## config.mk

```make
export PLATFORM = sky130hd
export DESIGN_NAME = wss_top
export DESIGN_NICKNAME = d
export VERILOG_FILES = /design/src/common/wss_pkg.sv /design/src/hw/wss_top.sv /design/src/hw/wss_slot_regs.sv
export SDC_FILE = /design/constraint.sdc
export NUM_CORES = 1
export LEC_CHECK = 0
export BUFFER_PORTS_ARGS = -buffer_cell sky130_fd_sc_hd__buf_2
export CAP_MARGIN = 10
export CORE_MARGIN = 3
export CORE_UTILIZATION = 40
export CTS_CLUSTER_SIZE = 14
export DETAILED_ROUTE_END_ITERATION = 8
export GPL_TIMING_DRIVEN = 0
export REMOVE_ABC_BUFFERS = 1
export SLEW_MARGIN = 40
export SYNTH_ARGS = -nofsm -noshare
export SYNTH_HDL_FRONTEND = slang
export SYNTH_SLANG_ARGS = --single-unit
```

## constraint.sdc

```tcl
create_clock -name SYS_CLK -period 4.5 [get_ports SYS_CLK]
set_input_delay 0.675 -clock SYS_CLK [delete_from_list [all_inputs] [get_ports SYS_CLK]]
set_output_delay 0.675 -clock SYS_CLK [all_outputs]
set_load 0.02 [all_outputs]
```

## src/common/wss_pkg.sv

```systemverilog
/*
  Constants and types shared by the waveform slot sequencer.
  Assumes one clock domain and a byte-wide register port in the same domain.
*/
// What this block does
// - On start, read the slot at 0x03 first and play its identifier.
// - After each of the first seven waveforms ends, move to the next slot address, 0x04 onward.
// - A zero identifier in the fetched slot ends the sequence, nothing played.
// - Each local slot (0x03 to 0x06) is an 8-bit read/write identifier, reset to zero.
// - Start bit stays set while running and clears itself on completion.
package wss_pkg;

  // ---------------------------------------------------------------
  // Register map
  // ---------------------------------------------------------------
  localparam logic [7:0] WSS_ADDR_CTRL       = 8'h02;
  localparam logic [7:0] WSS_ADDR_SLOT_ZERO  = 8'h03;
  localparam logic [7:0] WSS_ADDR_SLOT_ONE   = 8'h04;
  localparam logic [7:0] WSS_ADDR_SLOT_TWO   = 8'h05;
  localparam logic [7:0] WSS_ADDR_SLOT_THREE = 8'h06;

  localparam int         WSS_GO_BIT     = 0;
  localparam logic [7:0] WSS_SLOT_RESET = 8'h00;
  localparam logic [7:0] WSS_ID_NONE    = 8'h00;
  localparam logic [7:0] WSS_READ_ZERO  = 8'h00;

  // ---------------------------------------------------------------
  // Sequence shape
  // ---------------------------------------------------------------
  localparam int         WSS_LOCAL_SLOTS = 4;
  localparam int         WSS_ALL_SLOTS   = 8;
  localparam logic [2:0] WSS_IDX_FIRST   = 3'h0;
  localparam logic [2:0] WSS_IDX_LAST    = 3'h7;
  localparam logic [2:0] WSS_IDX_STEP    = 3'h1;

  typedef logic [7:0] wss_id_t;

  typedef enum logic [1:0] {
    WSS_IDLE,
    WSS_FETCH,
    WSS_PLAY
  } wss_state_t;

endpackage

```

## src/hw/wss_top.sv

```systemverilog
/*
  Waveform slot sequencer: register port, start bit and the slot walk.
  Assumes the register port and the waveform engine share SYS_CLK, so
  none of their signals are synchronised. Slots four to seven live in
  neighbouring registers and arrive here as plain inputs.
*/
`timescale 1ns/100ps
module wss_top
  import wss_pkg::*;
(
  input  wire logic             SYS_CLK,
  input  wire logic             RST,
  input  wire logic [7:0]       REG_ADDR,
  input  wire logic             REG_WR,
  input  wire logic             REG_RD,
  input  wire logic [7:0]       REG_WDATA,
  output logic [7:0]            REG_RDATA,
  input  wire wss_pkg::wss_id_t EXT_SLOT_FOUR,
  input  wire wss_pkg::wss_id_t EXT_SLOT_FIVE,
  input  wire wss_pkg::wss_id_t EXT_SLOT_SIX,
  input  wire wss_pkg::wss_id_t EXT_SLOT_SEVEN,
  input  wire logic             PLAY_DONE,
  output wss_pkg::wss_id_t      PLAY_ID,
  output logic                  PLAY_REQ,
  output logic                  PLAY_STOP,
  output logic                  SEQ_ACTIVE
);

  // ---------------------------------------------------------------
  // Slot storage
  // ---------------------------------------------------------------
  wss_id_t local_slot [WSS_LOCAL_SLOTS];
  wss_id_t all_slot   [WSS_ALL_SLOTS];

  wss_slot_regs u_slots (
    .clk   (SYS_CLK),
    .rst   (RST),
    .wr    (REG_WR),
    .addr  (REG_ADDR),
    .wdata (REG_WDATA),
    .slot  (local_slot)
  );

  // Slot order follows register address order
  // Slots four to seven are owned elsewhere and cannot be read back here
  assign all_slot[0] = local_slot[0];
  assign all_slot[1] = local_slot[1];
  assign all_slot[2] = local_slot[2];
  assign all_slot[3] = local_slot[3];
  assign all_slot[4] = EXT_SLOT_FOUR;
  assign all_slot[5] = EXT_SLOT_FIVE;
  assign all_slot[6] = EXT_SLOT_SIX;
  assign all_slot[7] = EXT_SLOT_SEVEN;

  // ---------------------------------------------------------------
  // State
  // ---------------------------------------------------------------
  wss_state_t state_q;
  wss_state_t state_d;
  logic [2:0] idx_q;
  logic [2:0] idx_d;
  logic       go_q;
  logic       go_d;
  wss_id_t    play_id_q;
  wss_id_t    play_id_d;
  logic       play_req_q;
  logic       play_req_d;
  logic       play_stop_q;
  logic       play_stop_d;
  logic [7:0] rdata_q;

  // ---------------------------------------------------------------
  // Register port decode
  // ---------------------------------------------------------------
  wire logic       ctrl_wr;
  wire logic       go_wr_one;
  wire logic       go_wr_zero;
  wire wss_id_t    cur_id;
  wire logic       cur_zero;
  wire logic       at_last;
  wire logic [2:0] idx_next;
  wire logic [7:0] ctrl_view;
  wire logic [7:0] rd_mux;

  assign ctrl_wr    = REG_WR && (REG_ADDR == WSS_ADDR_CTRL);
  assign go_wr_one  = ctrl_wr && REG_WDATA[WSS_GO_BIT];
  // Writing zero while running cancels the walk; a trade for a simpler engine
  // is that the waveform in flight is told to stop rather than drained.
  assign go_wr_zero = ctrl_wr && !REG_WDATA[WSS_GO_BIT];
  // Slots are read live, so a later slot rewritten mid walk is what gets played
  assign cur_id     = all_slot[idx_q];
  assign cur_zero   = (cur_id == WSS_ID_NONE);
  assign at_last    = (idx_q == WSS_IDX_LAST);
  assign idx_next   = idx_q + WSS_IDX_STEP;
  // Only the start bit lives here; the other control bits belong to logic outside
  assign ctrl_view  = 8'(go_q);

  assign rd_mux = (REG_ADDR == WSS_ADDR_CTRL)       ? ctrl_view     :
                  (REG_ADDR == WSS_ADDR_SLOT_ZERO)  ? local_slot[0] :
                  (REG_ADDR == WSS_ADDR_SLOT_ONE)   ? local_slot[1] :
                  (REG_ADDR == WSS_ADDR_SLOT_TWO)   ? local_slot[2] :
                  (REG_ADDR == WSS_ADDR_SLOT_THREE) ? local_slot[3] :
                  WSS_READ_ZERO;

  // ---------------------------------------------------------------
  // Sequencer decisions
  // ---------------------------------------------------------------
  wire logic       in_idle;
  wire logic       in_fetch;
  wire logic       in_play;
  wire logic       walk_start;
  wire logic       walk_cancel;
  wire logic       fetch_end;
  wire logic       play_next;
  wire logic       play_final;
  wire logic       walk_ends;
  wire logic       restart;

  assign in_idle     = (state_q == WSS_IDLE);
  assign in_fetch    = (state_q == WSS_FETCH);
  assign in_play     = (state_q == WSS_PLAY);
  assign walk_start  = in_idle && go_wr_one;
  // Cancel is a plain write of zero; it beats a slot ending on the same cycle
  assign walk_cancel = !in_idle && go_wr_zero;
  assign fetch_end   = in_fetch && !go_wr_zero && cur_zero;
  assign play_next   = in_play && !go_wr_zero && PLAY_DONE && !at_last;
  assign play_final  = in_play && !go_wr_zero && PLAY_DONE && at_last;
  assign walk_ends   = fetch_end || play_final;
  // Restart request landing on the final cycle wins over self-clear
  assign restart     = walk_ends && go_wr_one;

  // ---------------------------------------------------------------
  // Sequencer
  // ---------------------------------------------------------------
  always_comb begin
    state_d     = state_q;
    idx_d       = idx_q;
    go_d        = go_q;
    play_id_d   = play_id_q;
    play_req_d  = 1'b0;
    play_stop_d = 1'b0;
    unique case (state_q)
      WSS_IDLE: begin
        if (walk_start) begin
          go_d    = 1'b1;
          idx_d   = WSS_IDX_FIRST;
          state_d = WSS_FETCH;
        end
      end
      WSS_FETCH: begin
        if (walk_cancel) begin
          go_d    = 1'b0;
          state_d = WSS_IDLE;
        end else if (fetch_end) begin
          // Zero ends the walk, including a zero in the very first slot
          go_d    = restart;
          idx_d   = WSS_IDX_FIRST;
          state_d = restart ? WSS_FETCH : WSS_IDLE;
        end else begin
          play_id_d  = cur_id;
          play_req_d = 1'b1;
          state_d    = WSS_PLAY;
        end
      end
      WSS_PLAY: begin
        if (walk_cancel) begin
          go_d        = 1'b0;
          play_stop_d = 1'b1;
          state_d     = WSS_IDLE;
        end else if (play_final) begin
          go_d    = restart;
          idx_d   = WSS_IDX_FIRST;
          state_d = restart ? WSS_FETCH : WSS_IDLE;
        end else if (play_next) begin
          idx_d   = idx_next;
          state_d = WSS_FETCH;
        end
      end
    endcase
  end

  always_ff @(posedge SYS_CLK or posedge RST) begin
    if (RST) begin
      state_q     <= WSS_IDLE;
      idx_q       <= WSS_IDX_FIRST;
      go_q        <= 1'b0;
      play_id_q   <= WSS_ID_NONE;
      play_req_q  <= 1'b0;
      play_stop_q <= 1'b0;
    end else begin
      state_q     <= state_d;
      idx_q       <= idx_d;
      go_q        <= go_d;
      play_id_q   <= play_id_d;
      play_req_q  <= play_req_d;
      play_stop_q <= play_stop_d;
    end
  end

  // ---------------------------------------------------------------
  // Register read port
  // ---------------------------------------------------------------
  // Read data is registered so the port sees a clean one-cycle latency
  always_ff @(posedge SYS_CLK or posedge RST) begin
    if (RST) begin
      rdata_q <= WSS_READ_ZERO;
    end else if (REG_RD) begin
      rdata_q <= rd_mux;
    end
  end

  // ---------------------------------------------------------------
  // Outputs
  // ---------------------------------------------------------------
  assign REG_RDATA  = rdata_q;
  assign PLAY_ID    = play_id_q;
  assign PLAY_REQ   = play_req_q;
  assign PLAY_STOP  = play_stop_q;
  assign SEQ_ACTIVE = go_q;

endmodule

```

## src/hw/wss_slot_regs.sv

```systemverilog
/*
  The four local waveform slot registers with their write decode.
  Assumes writes arrive as single-cycle strobes on the device clock.
*/
`timescale 1ns/100ps
module wss_slot_regs
  import wss_pkg::*;
(
  input  wire logic             clk,
  input  wire logic             rst,
  input  wire logic             wr,
  input  wire logic [7:0]       addr,
  input  wire wss_pkg::wss_id_t wdata,
  output wss_pkg::wss_id_t      slot [WSS_LOCAL_SLOTS]
);

  // ---------------------------------------------------------------
  // Per-slot storage
  // ---------------------------------------------------------------
  localparam logic [7:0] SLOT_ADDR [WSS_LOCAL_SLOTS] = '{
    WSS_ADDR_SLOT_ZERO, WSS_ADDR_SLOT_ONE, WSS_ADDR_SLOT_TWO, WSS_ADDR_SLOT_THREE};

  for (genvar i = 0; i < WSS_LOCAL_SLOTS; i++) begin : g_slot
    wire logic hit;
    wss_id_t   slot_q;
    assign hit = wr && (addr == SLOT_ADDR[i]);
    always_ff @(posedge clk or posedge rst) begin
      if (rst) begin
        slot_q <= WSS_SLOT_RESET;
      end else if (hit) begin
        slot_q <= wdata;
      end
    end
    assign slot[i] = slot_q;
  end

endmodule

```

# ---- Yosys cells after proc, flatten, opt, wreduce, memory -nomap -nowiden
# Cells that the tools add are included.
dict set report op_classes {
  n_addsub 1
  n_mul 0
  div_mod_pow 0
  n_lt_le_gt_ge 1
  n_eq_ne 16
  shift 0
  muxes 34
  bitwise_logic 3
  n_reduce_logical 27
}
# cell count
set ops {}
lappend ops {{8-bit 2-to-1 mux} 7}
lappend ops {{8-bit binary-select mux with 3-bit select} 1}
lappend ops {{8-bit by 3-bit == test with 1-bit output (second input constant)} 3}
lappend ops {{3-bit 2-to-1 mux} 6}
lappend ops {{8-bit by 2-bit == test with 1-bit output (second input constant)} 2}
lappend ops {{1-bit logical AND} 16}
lappend ops {{2-bit 2-to-1 mux} 6}
lappend ops {{1-bit 2-to-1 mux} 11}
lappend ops {{3-bit by 1-bit != test with 1-bit output (second input constant)} 3}
lappend ops {{3-bit one-hot mux with 3 select lines} 1}
lappend ops {{8-bit zero test} 1}
lappend ops {{2-bit one-hot mux with 3 select lines} 1}
lappend ops {{3-bit AND reduction} 2}
lappend ops {{5-bit AND reduction} 1}
lappend ops {{4-bit greater-or-equal comparator (second input constant)} 1}
lappend ops {{1-bit zero test} 4}
lappend ops {{2-bit by 1-bit != test with 1-bit output (second input constant)} 2}
lappend ops {{2-bit != test (second input constant)} 2}
lappend ops {{4-bit by 1-bit != test with 1-bit output (second input constant)} 1}
lappend ops {{3-bit inverter with 4-bit output} 1}
lappend ops {{3-bit by 1-bit adder with 3-bit output (second input constant)} 1}
lappend ops {{3-bit == test (second input constant)} 1}
lappend ops {{1-bit one-hot mux with 3 select lines} 1}
lappend ops {{2-bit by 1-bit == test with 1-bit output (second input constant)} 1}
lappend ops {{5 further kinds} 6}
dict set report word_totals {
  reg_bits 56
  latch_bits 0
  ramBits 0
  romBits 0
  in_bits 53
  output_inout_bits 19
  wordCells 93
  mem_count 0
}

# ---- Depth between registers and ports, before layout
dict set report depth {
  depth_word 13
  depth_mapped 9
  mapped_depth_nobuf 8
}

# ---- Hierarchy
# From an unflattened synthesis, not the netlist that was laid out.
dict set report unflattened {
  hier_cells 259
  area_unflattened_um2 3221.8
}
# mod n_inst cells_each area_per_inst_um2 seq_area_each_um2
set by_module_without_submodules {}
lappend by_module_without_submodules {wss_top 1 183 1890.6 600.6}
lappend by_module_without_submodules {wss_slot_regs 1 76 1331.3 800.8}

# ---- Least setup slack after synthesis
# Ideal clock, no wire load.
dict set report synth_timing {
  kind {input port to flip-flop}
  start {input EXT_SLOT_FIVE[3]}
  end {register play_id_q[2] (netlist: PLAY_ID[2])}
  setup_time_ps 125
  arrival_ps 2752
  required_time_ps 4375
  setup_slack_ps 1623
  stages 6
  path_buffers 0
  path_cell_list {mux4_1 > mux2_2 > or4_4 > o31ai_4 > nor2_4 > mux2_4}
}
dict set report synth_between {
  elab_chain_len 7
}
# element line_no
set synth_lines {}
lappend synth_lines {{from (decl)} wss_top.sv:19} ;# input wire wss_pkg::wss_id_t EXT_SLOT_FIVE,
lappend synth_lines {{8-bit binary-select mux with 3-bit select} wss_top.sv:91} ;# assign cur_id = all_slot[idx_q];
lappend synth_lines {{8-bit 2-to-1 mux (implied by the code) (2 in a row)} wss_top.sv:91}
lappend synth_lines {{8-bit zero test} wss_top.sv:92} ;# assign cur_zero = (cur_id == WSS_ID_NONE);
lappend synth_lines {{1-bit logical AND} wss_top.sv:125} ;# assign fetch_end = in_fetch && !go_wr_zero && cur_zero;
lappend synth_lines {{1-bit inverter (no source line)} n/a}
lappend synth_lines {{3-bit AND reduction (no source line)} n/a}
lappend synth_lines {{to (signal assigned)} wss_top.sv:194} ;# play_id_q <= play_id_d;
lappend synth_lines {{to (decl)} wss_top.sv:64} ;# wss_id_t play_id_q;
# No other way between the ends. The select of a mux whose other input is x is not followed.
# A chain may end at the register's enable or synchronous reset.

# ---- Final worst setup path
dict set report layout_timing {
  start {register idx_q[2]}
  end {register idx_q[0]}
}
dict set report layout_between {
  elab_chain_len 8
  word_cells_on_any_way 16
  classes_between {3 x eq/ne; 6 x mux; 1 x bitwise; 6 x reduce/logical}
}
# element line_no
set layout_lines {}
lappend layout_lines {{from (decl)} wss_top.sv:60} ;# logic [2:0] idx_q;
lappend layout_lines {{from (signal assigned)} wss_top.sv:192} ;# idx_q <= idx_d;
lappend layout_lines {{3-bit inverter with 4-bit output (implied by the code)} wss_top.sv:91}
lappend layout_lines {{8-bit binary-select mux with 3-bit select} wss_top.sv:91}
lappend layout_lines {{8-bit 2-to-1 mux (implied by the code) (2 in a row)} wss_top.sv:91}
lappend layout_lines {{8-bit zero test} wss_top.sv:92}
lappend layout_lines {{1-bit logical AND} wss_top.sv:125}
lappend layout_lines {{2-bit by 1-bit != test with 1-bit output (no source line)} n/a}
lappend layout_lines {{5-bit AND reduction (no source line)} n/a}
# Parallel ways exist; a longest one is shown, timed or not. The select of a mux whose other input is x is not followed.

==> results.md <==
- Worst Hold Class: in -> async
- CTS Buf Count: 5
- Clk buf depth: 2
- Setup_tns: 0 ns
- Post-synth EDFFs: 0
- Logic pwr share: 32.1%
- Layout area overhead: 17.5%
- Most frequent cells in the layout: buf_2, dfrtp_1, mux2_2
- H-tree Lvls: 2
- Worst r2r src: idx_q[2]
- N_diodes: 0
- CTS tree: yes
- Post-route DRC: 0
- Crit share post-route: 74.9%
- CP Data Required Time: 4.71 ns
- Minimum clock period: 3.37 ns
- Clock Latency Late Sink: 0.31 ns
- Die Footprint: 9130 sq um
- DRT Wirelength: 7920 microns
- Ys Warns: 0
- NetSw: 472 uW
- Total core area: 7770 sq um
- Main synth FF type: dfrtp_1
- Iteration-0 DRC count of the detailed router: 124
- Syn Inst Count: 266
- IO Pins: 72
- Largest net degree at the start of global routing: 37
- R2R Path End: idx_q[0]
- Max cap viols: 0
- Pwr per Cell Area: 372 nW/um^2
- Yosys reg bits: 56
- Critical Path AT: 3.58 ns
- Clk slew on worst S/H paths: 0.10 ns
- Final Setup Violations: 0
- Register share of total power: 44.8%
- DRT antenna net count: 0
- Die width: 95.6 microns
- RSZ-0062 raised after global routing: no
- Switching share of power: 33.7%
- Outcome: complete, no violations
- Tot GR Track Use: 18.4%
- HPWL Detailed: 5720 microns
- CP endpoint: idx_q[0]
- Post-synth top area share: 43.7%
- Avg Cell Area, Syn: 12.1 sq um
- Clock power share: 23.2%
- Clock Sinks: 56
- CTS root buffer: clkbuf_8
- Int Power: 930 uW
- Max-slew violations: 0
- Nets: 391
- Placed Area: 3670 sq um
- WS Path Type: reg -> reg
- Leak Pwr: 0.00171 uW
- Gr ovfl total: 0
- Routed WL per cell: 18.3 microns
- Netlist cell types: 40
- Worst setup path start: idx_q[2]
- Seq/Total Area, Yosys: 43.7%
- Syn Std Cell Area: 3210 sq um
- Most common cell after layout, fill and taps aside: buf_2
- Worst IR drop on VDD: 0.139 mV
- Ys async rst share: 100%
- Via/cell ratio: 5.48
- Post-CTS Setup Bufs: 0
- Post-route design area: 3770 sq um
- Initial antenna violation count: 0
- R2R depth: 6
- Max frequency: 0.297 GHz
- Fillers: 738
- Top cell type by total area after synthesis: dfrtp_1
- GP Congestion: 0.817
- CP peak stage delay: 0.85 ns
- Crit Path Max Fanout: 26
- Relative slew slack: 51.6%
- Row count: 32
- Cells along the critical path: mux4_1 -> mux2_2 -> or4_4 -> o31ai_4 -> nand2b_1 -> a22o_1
- Worst Skew: 0.0104 ns
- Least-Margin Pin Slew: 0.726 ns
- Number of global-route vias before repair: 2382
- First-pass GRT wire length: 12600 microns
- CTS Hold Bufs: 0
- Reg2Reg Setup Slack: 1.13 ns
- CP Depth: 6
- Worst path bufs/invs: 0
- Critical-path top delay cell: dfrtp_2
- Worst setup SP type: flop
- Fin. Hold Viols: 0
- Initial Util: 41.3%
- CP delay by family, top: multiplexers
- Vias: 2380
- Largest cells by area after synthesis: dfrtp_1, mux2_2, mux2i_1, mux4_1, mux4_2
- Die Y: 95.6 microns
- Post_cts resized: 0
- Share of cells above drive strength 1: 40.7%
- Worst Setup End Kind: flop
- Port Buffer Count: 71
- DR pass1 iterations: 4
[synth_stat cells (all sizes together), types with 3 or more instances]
master	n
dfrtp	56
mux2	42
mux2i	23
o21ai	17
nand2	14
mux4	12
inv	11
nor2	10
a22oi	9
o22ai	9
nand2b	8
buf	7
clkbuf	6
ha	5
nor3	5
a211oi	4
a21oi	3
nand4	3
[flip-flops by register name, summed over array words and instances, names as in the netlist]
name / count
PLAY_ID: 8
u_slots.g_slot.slot_q: 32
SEQ_ACTIVE: 1
PLAY_REQ: 1
PLAY_STOP: 1
REG_RDATA: 8
idx_q: 3
state_q: 2
[power groups by stage]
stage,clock network [uW],registers [uW],logic (uW)
after floorplan,0,651,294
after global placement,0,639,438
after detailed placement,0,641,448
after CTS,332,630,451
after global routing,357,640,498
final,325,628,450
[per-stage QoR]
stage | hold WS [ns] | power (uW) | setup WS [ns] | util, % | std cells
3_3_place_gp | 0.499 | 1080 | 0.712 | 46.6 | 426
6_report | 0.308 | 1400 | 1.13 | 48.5 | 434
5_1_grt | 0.318 | 1490 | 0.978 | 48.5 | 434
4_1_cts | 0.316 | 1410 | 1.12 | 48.5 | 434
3_5_place_dp | 0.502 | 1090 | 1.15 | 47.2 | 428
2_1_floorplan | 0.495 | 946 | 1.14 | - | 253
[routing by layer]
| layer | vias up | global-route usage [%] | wire [microns] |
|---|---|---|---|
| met5 | - | 0 | 0 |
| met4 | 0 | 4.27 | 93 |
| met3 | 9 | 3.31 | 461 |
| met2 | 72 | 29.3 | 3720 |
| met1 | 1155 | 26.0 | 3650 |
| li1 | 1144 | - | - |
[layout make-up]
cell class | count | area (sq um) | share of cell area [%]
Multi-Input combinational cell | 186 | 1710 | 45.5
Clock buffer | 5 | 68.8 | 1.83
Tap cell | 102 | 128 | 3.39
Clock inverter | 1 | 30.0 | 0.797
Inverter | 11 | 43.8 | 1.16
Sequential cell | 56 | 1400 | 37.2
Timing Repair Buffer | 73 | 383 | 10.2
[cell families (layout without fill, tap and decap cells)]
kind of cell | Yosys count | in the layout | share of synthesized area (%)
buf+inv | 24 | 90 | 3.39
mux | 77 | 77 | 31.5
flops | 56 | 56 | 43.7
compound gates | 51 | 51 | 10.6
simple gates | 53 | 53 | 8.85
fa+ha+maj | 5 | 5 | 1.95
[how the worst min path moves through the flow]
stage	end	slack, ns
4_1_cts	REG_RDATA[0]	0.32
5_1_grt	REG_RDATA[0]	0.32
3_5_place_dp	PLAY_ID[6]	0.50
6_report	PLAY_STOP	0.31
3_3_place_gp	PLAY_ID[5]	0.50
2_1_floorplan	u_slots.g_slot[2].slot_q[3]	0.49
(Power assumes the default switching activity.)
